**src/hw/dfts_pkg.sv**
```systemverilog
// Purpose: Constants and types for the drive fault trip supervisor.
// Assumes: Sensor words are already scaled digital values.
// Notes: Currents are in 1/100 of inverter rated current; volts in 1 V.
package dfts_pkg;
  localparam int CUR_W = 12;
  localparam int VOLT_W = 10;
  localparam int CODE_W = 4;
  localparam logic [CUR_W-1:0] OC_LIMIT = 12'h0C8;
  localparam logic [CUR_W-1:0] OL_LIMIT = 12'h096;
  localparam logic [CUR_W-1:0] IMB_LIMIT = 12'h032;
  localparam logic [CUR_W-1:0] PH_OPEN_LIMIT = 12'h005;
  localparam logic [VOLT_W-1:0] OV_LIMIT = 10'h190;
  localparam logic [VOLT_W-1:0] UV_LIMIT = 10'h0B4;
  localparam logic [4:0] FUNC_EXT_NO = 5'h12;
  localparam logic [4:0] FUNC_EXT_NC = 5'h13;
  localparam int N_MFI = 5;
  localparam int CLK_HZ = 100000000;
  localparam int TICK_NS = 100000000;
  localparam int TICK_CYC = TICK_NS / (1000000000 / CLK_HZ);
  localparam int OL_TIME_S = 60;
  localparam int OL_TICKS = OL_TIME_S * 10;
  localparam int RIPPLE_BASE_TICKS = 30;
  localparam logic [10:0] LOSS_WAIT_RST = 11'h00A;
  localparam logic [10:0] LOSS_WAIT_MIN = 11'h001;
  localparam logic [10:0] LOSS_WAIT_MAX = 11'h4B0;
  localparam int SYNC_W = 10;
  localparam int SYNC_FILL = 4;
  typedef enum logic [CODE_W-1:0] {
    FC_NONE, FC_HW, FC_INSTANT_CUT, FC_OVERCURRENT, FC_GROUND,
    FC_OVERVOLT, FC_UNDERVOLT, FC_OVERHEAT, FC_PHASE_LOSS,
    FC_RIPPLE, FC_INV_OVERLOAD, FC_MOTOR_OVERLOAD, FC_EXT_NO,
    FC_EXT_NC, FC_PARAM_SAVE
  } dfts_code_e;
  typedef enum logic [1:0] {
    LA_CONTINUE, LA_FREE_RUN, LA_DECEL, LA_RSVD
  } dfts_loss_e;
endpackage

```
**src/hw/dfts_sync_if.sv**
```systemverilog
// Purpose: Carrier between the top and its pin synchroniser.
// Assumes: One clock domain.
// Notes: raw carries pin levels, clean carries filtered levels.
`timescale 1ns/100ps
interface dfts_sync_if;
  logic [dfts_pkg::SYNC_W-1:0] raw;
  logic [dfts_pkg::SYNC_W-1:0] clean;
  modport sync (input raw, output clean);
  modport user (output raw, input clean);
endinterface

```
**src/hw/dfts_pin_sync.sv**
```systemverilog
// Purpose: Three-stage pin synchroniser with agreement filter.
// Assumes: Pins are asynchronous to sys_clk_i.
// Notes: A level is taken once stages two and three agree.
`timescale 1ns/100ps
module dfts_pin_sync
  import dfts_pkg::*;
(
  // Clock and reset
  input wire logic sys_clk_i,
  input wire logic srst_i,
  // Pins
  dfts_sync_if.sync pins
);
  logic [SYNC_W-1:0] s1_r, s2_r, s3_r, clean_r;
  logic [SYNC_W-1:0] clean_nxt;
  always_comb
  begin
    clean_nxt = clean_r;
    for (int i = 0; i < SYNC_W; i++)
    begin
      if (s2_r[i] == s3_r[i])
      begin
        clean_nxt[i] = s3_r[i];
      end
    end
  end
  always_ff @(posedge sys_clk_i)
  begin
    if (srst_i)
    begin
      s1_r <= '0;
      s2_r <= '0;
      s3_r <= '0;
      clean_r <= '0;
    end
    else
    begin
      s1_r <= pins.raw;
      s2_r <= s1_r;
      s3_r <= s2_r;
      clean_r <= clean_nxt;
    end
  end
  assign pins.clean = clean_r;
endmodule // dfts_pin_sync

```
**src/hw/dfts_top.sv**
```systemverilog
// Purpose: Drive fault trip supervisor; compares sensors to limits, trips.
// Assumes: Sensor words synchronous to sys_clk_i; contacts are raw pins.
// Notes: Hardware fault survives srst_i only via por_i style power reset.
`timescale 1ns/100ps
module dfts_top
  import dfts_pkg::*;
(
  // Clock and resets
  input wire logic sys_clk_i,
  input wire logic srst_i,
  input wire logic por_i,
  // Measured values
  input wire logic [CUR_W-1:0] phase_u_cur_i,
  input wire logic [CUR_W-1:0] phase_v_cur_i,
  input wire logic [CUR_W-1:0] phase_w_cur_i,
  input wire logic [VOLT_W-1:0] dc_bus_volt_i,
  input wire logic bus_ripple_i,
  input wire logic ground_fault_det_i,
  input wire logic heat_sink_over_i,
  // Internal status
  input wire logic param_save_fail_i,
  input wire logic cpu_fault_i,
  // Configuration
  input wire logic [CUR_W-1:0] motor_rated_current_setting_i,
  input wire logic ground_fault_en_i,
  input wire logic out_phase_loss_en_i,
  input wire logic [4:0] multifunction_input_select_i [N_MFI],
  input wire logic [1:0] loss_action_select_i,
  input wire logic [10:0] loss_wait_time_i,
  input wire logic freq_ref_remote_i,
  // Terminals, raw pins
  input wire logic emergency_cut_input_i,
  input wire logic forward_run_input_i,
  input wire logic reverse_run_input_i,
  input wire logic reset_terminal_i,
  input wire logic [N_MFI-1:0] mfi_pin_i,
  input wire logic freq_ref_present_i,
  // Outputs
  output logic gate_enable_o,
  output logic [CODE_W-1:0] fault_code_o,
  output logic fault_active_o,
  output logic ref_lost_o,
  output logic hold_last_freq_o,
  output logic decel_stop_o
);
  dfts_sync_if sif ();
  logic [SYNC_W-1:0] cl;
  assign sif.raw = {freq_ref_present_i, reset_terminal_i,
                    reverse_run_input_i, forward_run_input_i,
                    emergency_cut_input_i, mfi_pin_i};
  dfts_pin_sync u_sync (
    .sys_clk_i(sys_clk_i),
    .srst_i(srst_i),
    .pins(sif.sync)
  );
  assign cl = sif.clean;
  logic [N_MFI-1:0] mfi;
  logic estop, run_fx, run_rx, rst_req, ref_ok;
  assign mfi = cl[N_MFI-1:0];
  assign estop = cl[N_MFI];
  assign run_fx = cl[N_MFI+1];
  assign run_rx = cl[N_MFI+2];
  assign rst_req = cl[N_MFI+3];
  assign ref_ok = cl[N_MFI+4];

  function automatic logic mfi_hit(input logic [4:0] sel [N_MFI],
                                   input logic [N_MFI-1:0] lvl,
                                   input logic [4:0] func,
                                   input logic act_high);
    logic hit;
    hit = 1'b0;
    for (int i = 0; i < N_MFI; i++)
    begin
      if (sel[i] == func && lvl[i] == act_high)
      begin
        hit = 1'b1;
      end
    end
    return hit;
  endfunction

  function automatic logic [CUR_W-1:0] cmax(input logic [CUR_W-1:0] a,
                                            input logic [CUR_W-1:0] b);
    return (a > b) ? a : b;
  endfunction

  function automatic logic [CUR_W-1:0] cmin(input logic [CUR_W-1:0] a,
                                            input logic [CUR_W-1:0] b);
    return (a < b) ? a : b;
  endfunction

  logic [CUR_W-1:0] imax, imin;
  logic running;
  assign imax = cmax(cmax(phase_u_cur_i, phase_v_cur_i), phase_w_cur_i);
  assign imin = cmin(cmin(phase_u_cur_i, phase_v_cur_i), phase_w_cur_i);
  assign running = run_fx || run_rx;

  // Tick of 0.1 s; external fault inputs ignored until the synchroniser has filled
  logic [23:0] tick_cnt_r, tick_cnt_nxt;
  logic tick;
  logic [2:0] fill_cnt_r, fill_cnt_nxt;
  logic pins_ok;
  assign tick = (tick_cnt_r == 24'(TICK_CYC - 1));
  assign pins_ok = (fill_cnt_r >= 3'(SYNC_FILL));
  always_comb
  begin
    tick_cnt_nxt = tick ? 24'h000000 : tick_cnt_r + 24'h000001;
    fill_cnt_nxt = pins_ok ? fill_cnt_r : fill_cnt_r + 3'h1;
  end

  // Timed detectors
  logic [9:0] ol_cnt_r, ol_cnt_nxt;
  logic [7:0] rip_cnt_r, rip_cnt_nxt;
  logic [10:0] loss_cnt_r, loss_cnt_nxt;
  logic [10:0] wait_lim;
  logic [7:0] rip_lim;
  logic ol_hit, rip_hit, loss_hit;
  always_comb
  begin
    if (loss_wait_time_i < LOSS_WAIT_MIN)
    begin
      wait_lim = LOSS_WAIT_MIN;
    end
    else if (loss_wait_time_i > LOSS_WAIT_MAX)
    begin
      wait_lim = LOSS_WAIT_MAX;
    end
    else
    begin
      wait_lim = loss_wait_time_i;
    end
    // Heavier load shortens the ripple detection window
    if (imax >= OL_LIMIT)
    begin
      rip_lim = 8'(RIPPLE_BASE_TICKS / 3);
    end
    else if (imax >= 12'h064)
    begin
      rip_lim = 8'(RIPPLE_BASE_TICKS / 2);
    end
    else
    begin
      rip_lim = 8'(RIPPLE_BASE_TICKS);
    end
    ol_hit = (ol_cnt_r >= 10'(OL_TICKS));
    rip_hit = (rip_cnt_r >= rip_lim);
    loss_hit = (loss_cnt_r >= wait_lim);
    ol_cnt_nxt = ol_cnt_r;
    if (imax < OL_LIMIT)
    begin
      ol_cnt_nxt = 10'h000;
    end
    else if (tick && !ol_hit)
    begin
      ol_cnt_nxt = ol_cnt_r + 10'h001;
    end
    rip_cnt_nxt = rip_cnt_r;
    if (!bus_ripple_i)
    begin
      rip_cnt_nxt = 8'h00;
    end
    else if (tick && !rip_hit)
    begin
      rip_cnt_nxt = rip_cnt_r + 8'h01;
    end
    loss_cnt_nxt = loss_cnt_r;
    if (!freq_ref_remote_i || ref_ok)
    begin
      loss_cnt_nxt = 11'h000;
    end
    else if (tick && !loss_hit)
    begin
      loss_cnt_nxt = loss_cnt_r + 11'h001;
    end
  end

  // Live fault causes
  logic c_oc, c_gnd, c_ovl, c_mol, c_hot, c_rip, c_ph, c_ov, c_uv;
  logic c_ext_no, c_ext_nc, c_cut;
  always_comb
  begin
    c_oc = imax > OC_LIMIT;
    c_gnd = ground_fault_en_i && ground_fault_det_i;
    if (running && (imax - imin) > IMB_LIMIT && imax > OL_LIMIT)
    begin
      c_gnd = 1'b1;
    end
    c_ovl = ol_hit;
    c_mol = imax > motor_rated_current_setting_i;
    c_hot = heat_sink_over_i;
    c_rip = rip_hit;
    c_ph = out_phase_loss_en_i && running && imin < PH_OPEN_LIMIT
           && imax >= PH_OPEN_LIMIT;
    c_ov = dc_bus_volt_i > OV_LIMIT;
    c_uv = dc_bus_volt_i < UV_LIMIT;
    c_ext_no = pins_ok && mfi_hit(multifunction_input_select_i, mfi,
                       FUNC_EXT_NO, 1'b1);
    c_ext_nc = pins_ok && mfi_hit(multifunction_input_select_i, mfi,
                       FUNC_EXT_NC, 1'b0);
    c_cut = estop;
  end

  // Priority encoder of live causes
  dfts_code_e live_code;
  logic hot_in;
  assign hot_in = c_hot;
  always_comb
  begin
    live_code = FC_NONE;
    if (c_ext_nc) live_code = FC_EXT_NC;
    if (c_ext_no) live_code = FC_EXT_NO;
    if (param_save_fail_i) live_code = FC_PARAM_SAVE;
    if (c_mol) live_code = FC_MOTOR_OVERLOAD;
    if (c_ovl) live_code = FC_INV_OVERLOAD;
    if (c_rip) live_code = FC_RIPPLE;
    if (c_ph) live_code = FC_PHASE_LOSS;
    if (hot_in) live_code = FC_OVERHEAT;
    if (c_uv) live_code = FC_UNDERVOLT;
    if (c_ov) live_code = FC_OVERVOLT;
    if (c_gnd) live_code = FC_GROUND;
    if (c_oc) live_code = FC_OVERCURRENT;
  end

  function automatic logic cause_live(input dfts_code_e code,
                                      input logic [11:0] c);
    logic r;
    r = 1'b0;
    case (code)
      FC_OVERCURRENT: r = c[0];
      FC_GROUND: r = c[1];
      FC_OVERVOLT: r = c[2];
      FC_UNDERVOLT: r = c[3];
      FC_OVERHEAT: r = c[4];
      FC_PHASE_LOSS: r = c[5];
      FC_RIPPLE: r = c[6];
      FC_INV_OVERLOAD: r = c[7];
      FC_MOTOR_OVERLOAD: r = c[8];
      FC_PARAM_SAVE: r = c[9];
      FC_EXT_NO: r = c[10];
      FC_EXT_NC: r = c[11];
      default: r = 1'b0;
    endcase
    return r;
  endfunction

  // Fault latch state
  dfts_code_e latch_r, latch_nxt;
  logic hw_r, hw_nxt;
  logic rst_d_r, rst_edge;
  logic [11:0] cv;
  logic lost_act_r, lost_act_nxt;
  assign cv = {c_ext_nc, c_ext_no, param_save_fail_i, c_mol, c_ovl, c_rip,
               c_ph, hot_in, c_uv, c_ov, c_gnd, c_oc};
  assign rst_edge = rst_req && !rst_d_r;
  always_comb
  begin
    hw_nxt = hw_r | cpu_fault_i;
    latch_nxt = latch_r;
    if (latch_r == FC_NONE)
    begin
      latch_nxt = live_code;
    end
    else if (rst_edge && !cause_live(latch_r, cv))
    begin
      latch_nxt = live_code;
    end
    lost_act_nxt = loss_hit && freq_ref_remote_i && !ref_ok;
  end

  logic [CODE_W-1:0] code_nxt;
  logic gate_nxt, run_cmd;
  logic fault_any;
  assign run_cmd = run_fx || run_rx;
  assign fault_any = hw_r || (latch_r != FC_NONE) || (latch_nxt != FC_NONE);
  always_comb
  begin
    if (hw_r) code_nxt = FC_HW;
    else if (latch_nxt != FC_NONE) code_nxt = latch_nxt;
    else if (c_cut) code_nxt = FC_INSTANT_CUT;
    else code_nxt = FC_NONE;
    // Emergency cut is not latched, so release with run held resumes
    gate_nxt = run_cmd && !fault_any && !c_cut;
    if (lost_act_nxt && dfts_loss_e'(loss_action_select_i) == LA_FREE_RUN)
    begin
      gate_nxt = 1'b0;
    end
  end

  always_ff @(posedge sys_clk_i)
  begin
    if (por_i)
    begin
      hw_r <= 1'b0;
    end
    else
    begin
      hw_r <= hw_nxt;
    end
  end

  always_ff @(posedge sys_clk_i)
  begin
    if (srst_i || por_i)
    begin
      tick_cnt_r <= 24'h000000;
      ol_cnt_r <= 10'h000;
      rip_cnt_r <= 8'h00;
      loss_cnt_r <= 11'h000;
      latch_r <= FC_NONE;
      rst_d_r <= 1'b0;
      lost_act_r <= 1'b0;
      fill_cnt_r <= 3'h0;
      gate_enable_o <= 1'b0;
      fault_code_o <= '0;
    end
    else
    begin
      tick_cnt_r <= tick_cnt_nxt;
      ol_cnt_r <= ol_cnt_nxt;
      rip_cnt_r <= rip_cnt_nxt;
      loss_cnt_r <= loss_cnt_nxt;
      latch_r <= latch_nxt;
      rst_d_r <= rst_req;
      lost_act_r <= lost_act_nxt;
      fill_cnt_r <= fill_cnt_nxt;
      gate_enable_o <= gate_nxt;
      fault_code_o <= code_nxt;
    end
  end

  assign fault_active_o = (fault_code_o != FC_NONE);
  assign ref_lost_o = lost_act_r;
  assign hold_last_freq_o = lost_act_r &&
    (dfts_loss_e'(loss_action_select_i) == LA_CONTINUE);
  assign decel_stop_o = lost_act_r &&
    (dfts_loss_e'(loss_action_select_i) == LA_DECEL);
endmodule // dfts_top

```
**config.mk**
```make
export PLATFORM = sky130hd
export DESIGN_NAME = dfts_top
export DESIGN_NICKNAME = d
export VERILOG_FILES = /design/src/hw/dfts_pkg.sv /design/src/hw/dfts_sync_if.sv /design/src/hw/dfts_pin_sync.sv /design/src/hw/dfts_top.sv
export SDC_FILE = /design/constraint.sdc
export NUM_CORES = 1
export LEC_CHECK = 0
export CAP_MARGIN = 20
export CORE_AREA = 4 4 102 152
export CTS_CLUSTER_DIAMETER = 200
export DETAILED_ROUTE_END_ITERATION = 10
export DIE_AREA = 0 0 106 156
export DONT_BUFFER_PORTS = 1
export PLACE_DENSITY = 0.71
export SLEW_MARGIN = 10
export SYNTH_ARGS = -nofsm -noshare
export SYNTH_HDL_FRONTEND = slang
export SYNTH_SLANG_ARGS = --single-unit
export TNS_END_PERCENT = 10
```
**constraint.sdc**
```tcl
create_clock -name sys_clk_i -period 10 [get_ports sys_clk_i]
set_clock_uncertainty 0.2 [all_clocks]
set_input_delay 0.5 -clock sys_clk_i [delete_from_list [all_inputs] [get_ports sys_clk_i]]
set_output_delay 0.5 -clock sys_clk_i [all_outputs]
set_load 0.01 [all_outputs]
```
==> impl_metrics.toml, run 1 <==
[cts]
clk_pin_slew_ns = 0.07
ctsHoldBuffers = 0
clockRootBuffer = "clkbuf_16"
clockBufferDepth = 2
cts_buffers = 9
insertion_delay_ns = 0.35
cts_sinks = 108
post_cts_buffers = 0
cts-resized-gates = 0
cts_tree = "yes"
htree_levels = 3

[route]
drcViolationCount = 0
wire_per_inst_um = 17.8
drtPass1Iterations = 5
vias_per_cell = 6.10
vias = 7495
finalWirelength_um = 21800
postRouteAntennaNets = 0
drt_iter0_drc = 349

[finish]
multi_input_area_mm2 = 0.00566
seq_area_mm2 = 0.00216
final_area_mm2 = 0.00866
nets = 1226
finish.utilization_pct = 61.6
syn_to_final_growth_pct = 5.55
fillerInstances = 1340
layout-drive-gt1-share_pct = 5.98
antenna_cells = 0

[timing]
finalCritPeriodShare_pct = 81.1
finalHoldViolCount = 0
slew_violations = 0
fin_crit_ns = 8.11
slew_headroom_pct = 38.6
fin_ws_ns = 1.89
tns_ns = 0
worst_pin_slew_ns = 0.909
max_freq_ghz = 0.123
setup_viol = 0
rsz0062_at_grt = "no"

[power]
power_density_mw_per_mm2 = 148
static-leakage-power_nw = 3.44
p_sw_mw = 0.450
power.internal_mw = 0.827
total_power_mw = 1.28
p_sw_share_pct = 35.2
p_seq_share_pct = 34.7
combPwrFrac_pct = 37.6
p_clk_share_pct = 27.7
peakVddDrop_uv = 125

[run]
maxCapViolations = 0

[logic_synthesis]
synth_edf_count = 0
avgSynthCellArea_um2 = 7.85
syn_inst = 1045
ys_seq_elements = 108
syn_nets = 1240
synth_cell_type_count = 89
yosys_warnings = 0
seq_area_frac_synth_pct = 26.4
async_flop_share_pct = 0
synth_area_mm2 = 0.00820
synthFlopType = "dfxtp_1"

[place]
dpl.hpwl_um = 17900
io_buffers = 0
dpl-instance-area_mm2 = 0.00835
pre_cts_slack_ns = 1.64
place_congestion = 0.960

[global_route]
grt_pass1_wl_um = 34700
grt_usage_pct = 25.9
overflow = 0
grt_max_degree = 43
grt_pass1_vias = 7331
antenna_found_initial = 0

[setup_path]
worstPathArrival_ns = 8.18
r2r_slack_ns = 6.40
crit_required_ns = 10.06
cp_max_fo = 14
path_class = "in -> reg"
endpoint_kind = "flop"
slowest_delay_ns = 0.63
r2r_end = "loss_cnt_r[9]"
worst_setup_path_start_kind = "primary input"
rr_worst_depth = 15
critPathSlowestCell = "or4_1"
r2r-start = "loss_cnt_r[1]"

[min_path]
min_path_type = "in -> reg"
hold-path-endpoint = "u_sync.pins.clean[0]"
hp-start = "srst_i"
min_path_cells = 1

[run_status]
status = "completed"

[die]
ios = 126
placementRows = 53
core_area_mm2 = 0.0141
die_h_um = 156
start_util_pct = 58.3
die_w_um = 106
die_area_mm2 = 0.0165
==> synth_stat cells, types with 7 or more instances <==
cell / n / area, µm²
and2_1: 12 / 75.1
inv_1: 67 / 251
ha_1: 77 / 963
mux2_2: 18 / 203
xnor2_1: 19 / 166
a21oi_1: 44 / 220
o211ai_1: 8 / 60.1
nand2b_1: 8 / 50.1
or3_1: 8 / 50.1
a31oi_1: 10 / 62.6
o21a_1: 15 / 113
o21ai_1: 7 / 35.0
nand3b_1: 12 / 90.1
clkbuf_1: 21 / 78.8
mux2i_1: 13 / 130
nor3_1: 25 / 125
nor2b_1: 39 / 244
a211oi_1: 7 / 52.6
nand3_1: 35 / 175
nand2_1: 121 / 454
a21o_1: 17 / 128
o2111ai_1: 7 / 61.3
nand4_1: 25 / 156
o21ai_0: 60 / 300
and3_1: 15 / 93.8
dfxtp_1: 108 / 2160
xor2_1: 27 / 236
nor4_1: 13 / 81.3
nor2_1: 103 / 387
==> flip-flops by register name (all words and copies together), names as in the netlist <==
signal and flops:
tick_cnt_r 24, loss_cnt_r 11, ol_cnt_r 10, u_sync.pins.clean 10, u_sync.s1_r 10, u_sync.s2_r 10
u_sync.s3_r 10, rip_cnt_r 8, fault_code_o 4, latch_r 4, fill_cnt_r 3, gate_enable_o 1
hw_r 1, ref_lost_o 1, rst_d_r 1
==> power groups by stage <==
stage | logic, mW | registers (mW) | clock network [mW]
global placement | 0.468 | 0.453 | 0
finish | 0.480 | 0.443 | 0.354
floorplan | 0.369 | 0.450 | 0
CTS | 0.476 | 0.443 | 0.360
global route | 0.530 | 0.444 | 0.378
detailed placement | 0.473 | 0.453 | 0
==> cell type report <==
class	instances	share of cell area, %
multi-input combinational	840	65.4
sequential	108	25.0
inverter	67	2.91
tap	192	2.78
clock buffer	10	2.65
clock inverter	6	0.809
timing repair buffer	5	0.463
==> worst max path at each step <==
| stage | startpoint | end | slack, ns | cells after the start |
|---|---|---|---|---|
| finish | phase_v_cur_i[11] | gate_enable_o | 1.89 | 30 |
| global route | phase_v_cur_i[11] | gate_enable_o | 1.32 | 30 |
| CTS | phase_v_cur_i[11] | gate_enable_o | 1.98 | 30 |
| detailed placement | phase_v_cur_i[11] | gate_enable_o | 1.64 | 30 |
| global placement | phase_v_cur_i[11] | gate_enable_o | 1.74 | 30 |
| floorplan | phase_v_cur_i[11] | fault_code_o[1] | 2.75 | 32 |
==> critical path: cells and delay by family <==
kind / cells / cell delay (ns)
AO/OA/AOI/OAI: 15 / 4.13
AND/OR/NAND/NOR: 6 / 1.64
adder cells (fa/ha/maj): 3 / 0.74
multiplexers: 2 / 0.63
buffers and inverters: 4 / 0.54
==> per-layer routing <==
layer / part of all wire (%) / global-route usage [%]
met1: 36 / 25.4
met5: 0 / 0
met3: 4.6 / 4.76
met2: 53 / 49.5
met4: 6.2 / 16.4
==> metrics by stage <==
| stage | std cells | hold slack (ns) |
|---|---|---|
| floorplan | 1045 | 0.214 |
| detailed placement | 1211 | 0.226 |
| CTS | 1227 | 0.00485 |
| finish | 1228 | 0.0141 |
| global placement | 1211 | 0.217 |
| global route | 1228 | 0.000914 |
==> cells by family (layout without fill, tap and decap cells) <==
group	after synthesis	in the layout	synth area share, %
AND/OR/NAND/NOR	440	440	26.8
AO/OA/AOI/OAI	239	239	20.4
flip-flops	108	108	26.4
buffers and inverters	97	88	4.58
adder cells (fa/ha/maj)	80	80	12.2
XOR/XNOR	46	46	4.91
multiplexers	35	35	4.70
==> placed cells by master (no fill, tap or decap), types with 25 or more instances in the layout <==
master / count
nand2_1: 121
dfxtp_1: 108
nor2_1: 103
ha_1: 77
inv_1: 67
o21ai_0: 60
a21oi_1: 44
nor2b_1: 39
nand3_1: 35
xor2_1: 27
nand4_1: 25
nor3_1: 25
Note: power is estimated with default switching activity, not from simulation.
==> run 2, diff against run 1 <==
- PLACE_DENSITY: 0.71 -> 0.74
- clock period: 10 -> 6.7 ns (I/O delays scaled with it)
==> run 2 against run 1 <==
Register-to-register slack got worse by 3.3 ns. Count of clock-buffer cells in the layout grew 1. Critical path depth is 4 higher. First-iteration DRC count grew 17%. Via count rose by 12%. Die area is the same. Combinational power grew 110%. Hold slack improved by 0.033 ns. Wire length rose by 14%. Final cell count is 12% higher. Clock power is 53% higher. Non-clock buffer count up 147.
==> impl_metrics.toml, run 2 (synthesis results as in run 1) <==
[cts]
htree_levels = 3
insertion_delay_ns = 0.35
cts_buffers = 9
cts_sinks = 108
cts_tree = "yes"
clockBufferDepth = 2
clockRootBuffer = "clkbuf_16"
clk_pin_slew_ns = 0.08

[die]
ios = 126
start_util_pct = 58.3
die_h_um = 156
die_area_mm2 = 0.0165
die_w_um = 106
core_area_mm2 = 0.0141
placementRows = 53

[global_route]
antenna_found_initial = 0
grt_max_degree = 41
grt_pass1_vias = 8424
grt_usage_pct = 28.7
overflow = 0
grt_pass1_wl_um = 38700

[setup_path]
crit_required_ns = 6.74
endpoint_kind = "flop"
worstPathArrival_ns = 6.55
critPathSlowestCell = "or4b_4"
worst_setup_path_start_kind = "primary input"
cp_max_fo = 6
path_class = "in -> reg"
slowest_delay_ns = 0.56

[finish]
final_cell_mix = "132 x buf_4, 118 x nand2_1, 108 x dfxtp_1"
fillerInstances = 1119
mostFrequentLayoutCell = "buf_4"
syn_to_final_growth_pct = 25.0
regMostFlops = "tick_cnt_r"
stdcell_count = 1375
antenna_cells = 0
final_area_mm2 = 0.0103
nets = 1373
layout-drive-gt1-share_pct = 21.2
finish.utilization_pct = 72.9
top_regs = "tick_cnt_r (24), loss_cnt_r (11)"
largest_reg_flops = 24

[place]
pre_cts_slack_ns = -0.493
dpl-instance-area_mm2 = 0.00939
place_congestion = 1.02
dpl.hpwl_um = 18800
io_buffers = 0
dp.cells = 1333

[route]
drtPass1Iterations = 5
maxUsedRoutingLayer = "met4"
met3_length_um = 1480
drcViolationCount = 0
wl_met2_um = 13300
vias_per_cell = 6.10
postRouteAntennaNets = 0
wl_met1_um = 8480
finalWirelength_um = 25000
vias = 8390
wire_per_inst_um = 18.2
drt_iter0_drc = 407

[timing]
max_freq_ghz = 0.154
slew_violations = 0
worst_pin_slew_ns = 0.755
finalHoldViolCount = 0
slew_headroom_pct = 49.2
tns_ns = 0
whs_ns = 0.0473
finalCritPeriodShare_pct = 97.2
fin_ws_ns = 0.186
setup_viol = 0
fin_crit_ns = 6.51

[power]
power_density_mw_per_mm2 = 218
total_power_mw = 2.23
static-leakage-power_nw = 4.23
peakVddDrop_uv = 280

[min_path]
min_path_type = "in -> reg"

[run]
maxCapViolations = 0

[run_status]
status = "completed"
[run 2: cell types whose count changed in the layout (fill, tap and decap cells not counted), moves of 8 or more]
cell           change
a21oi_1            -8
buf_4            +128
dlygate4sd3_1     +12
ha_1              -15
ha_4              +14
[run 2: cell type report]
| class | count | area, µm² | share of cell area [%] |
|---|---|---|---|
| repair buffers | 152 | 1230 | 12.0 |
| multi-input cells | 840 | 6070 | 59.2 |
| well taps | 192 | 240 | 2.34 |
| flip-flops and latches | 108 | 2160 | 21.1 |
| inverters | 67 | 251 | 2.45 |
| clock inverters | 5 | 60.1 | 0.586 |
| clock buffers | 11 | 243 | 2.37 |
[run 2: critical path, delay by kind of cell]
family | cells | cell delay [ns]
AND/OR/NAND/NOR | 6 | 1.16
AO/OA/AOI/OAI | 17 | 3.31
buffers and inverters | 7 | 0.81
multiplexers | 1 | 0.14
adder cells (fa/ha/maj) | 3 | 0.79
[run 2: power by group]
group	switching, mW	total, mW	internal [mW]
sequential	0.00917	0.662	0.653
clock	0.239	0.540	0.302
combinational	0.520	1.03	0.511
[run 2: layer usage]
layer | vias to the layer above | track usage (%)
met5 | - | 0
met4 | 0 | 19.0
met3 | 121 | 5.09
met2 | 315 | 55.6
met1 | 3924 | 27.2
li1 | 4030 | -
[run 2: repair_timing]
item | in CTS | in global routing
resized for setup | 0 | 60
endpoints found under the hold margin | 43 | 0
hold buffers | 14 | 0
pin swaps | 1 | 32
setup endpoints to repair | 9 | 9
setup buffers | 2 | 11
[run 2: final timing paths]
check | startpoint | endpoint | slack, ns | depth (start not counted)
max | phase_v_cur_i[10] | fault_code_o[1] | 0.19 | 34
min | bus_ripple_i | rip_cnt_r[3] | 0.05 | 2
max reg2reg | loss_cnt_r[1] | loss_cnt_r[9] | 3.07 | 15
min reg2reg | u_sync.s1_r[3] | u_sync.s2_r[3] | 0.24 | 1
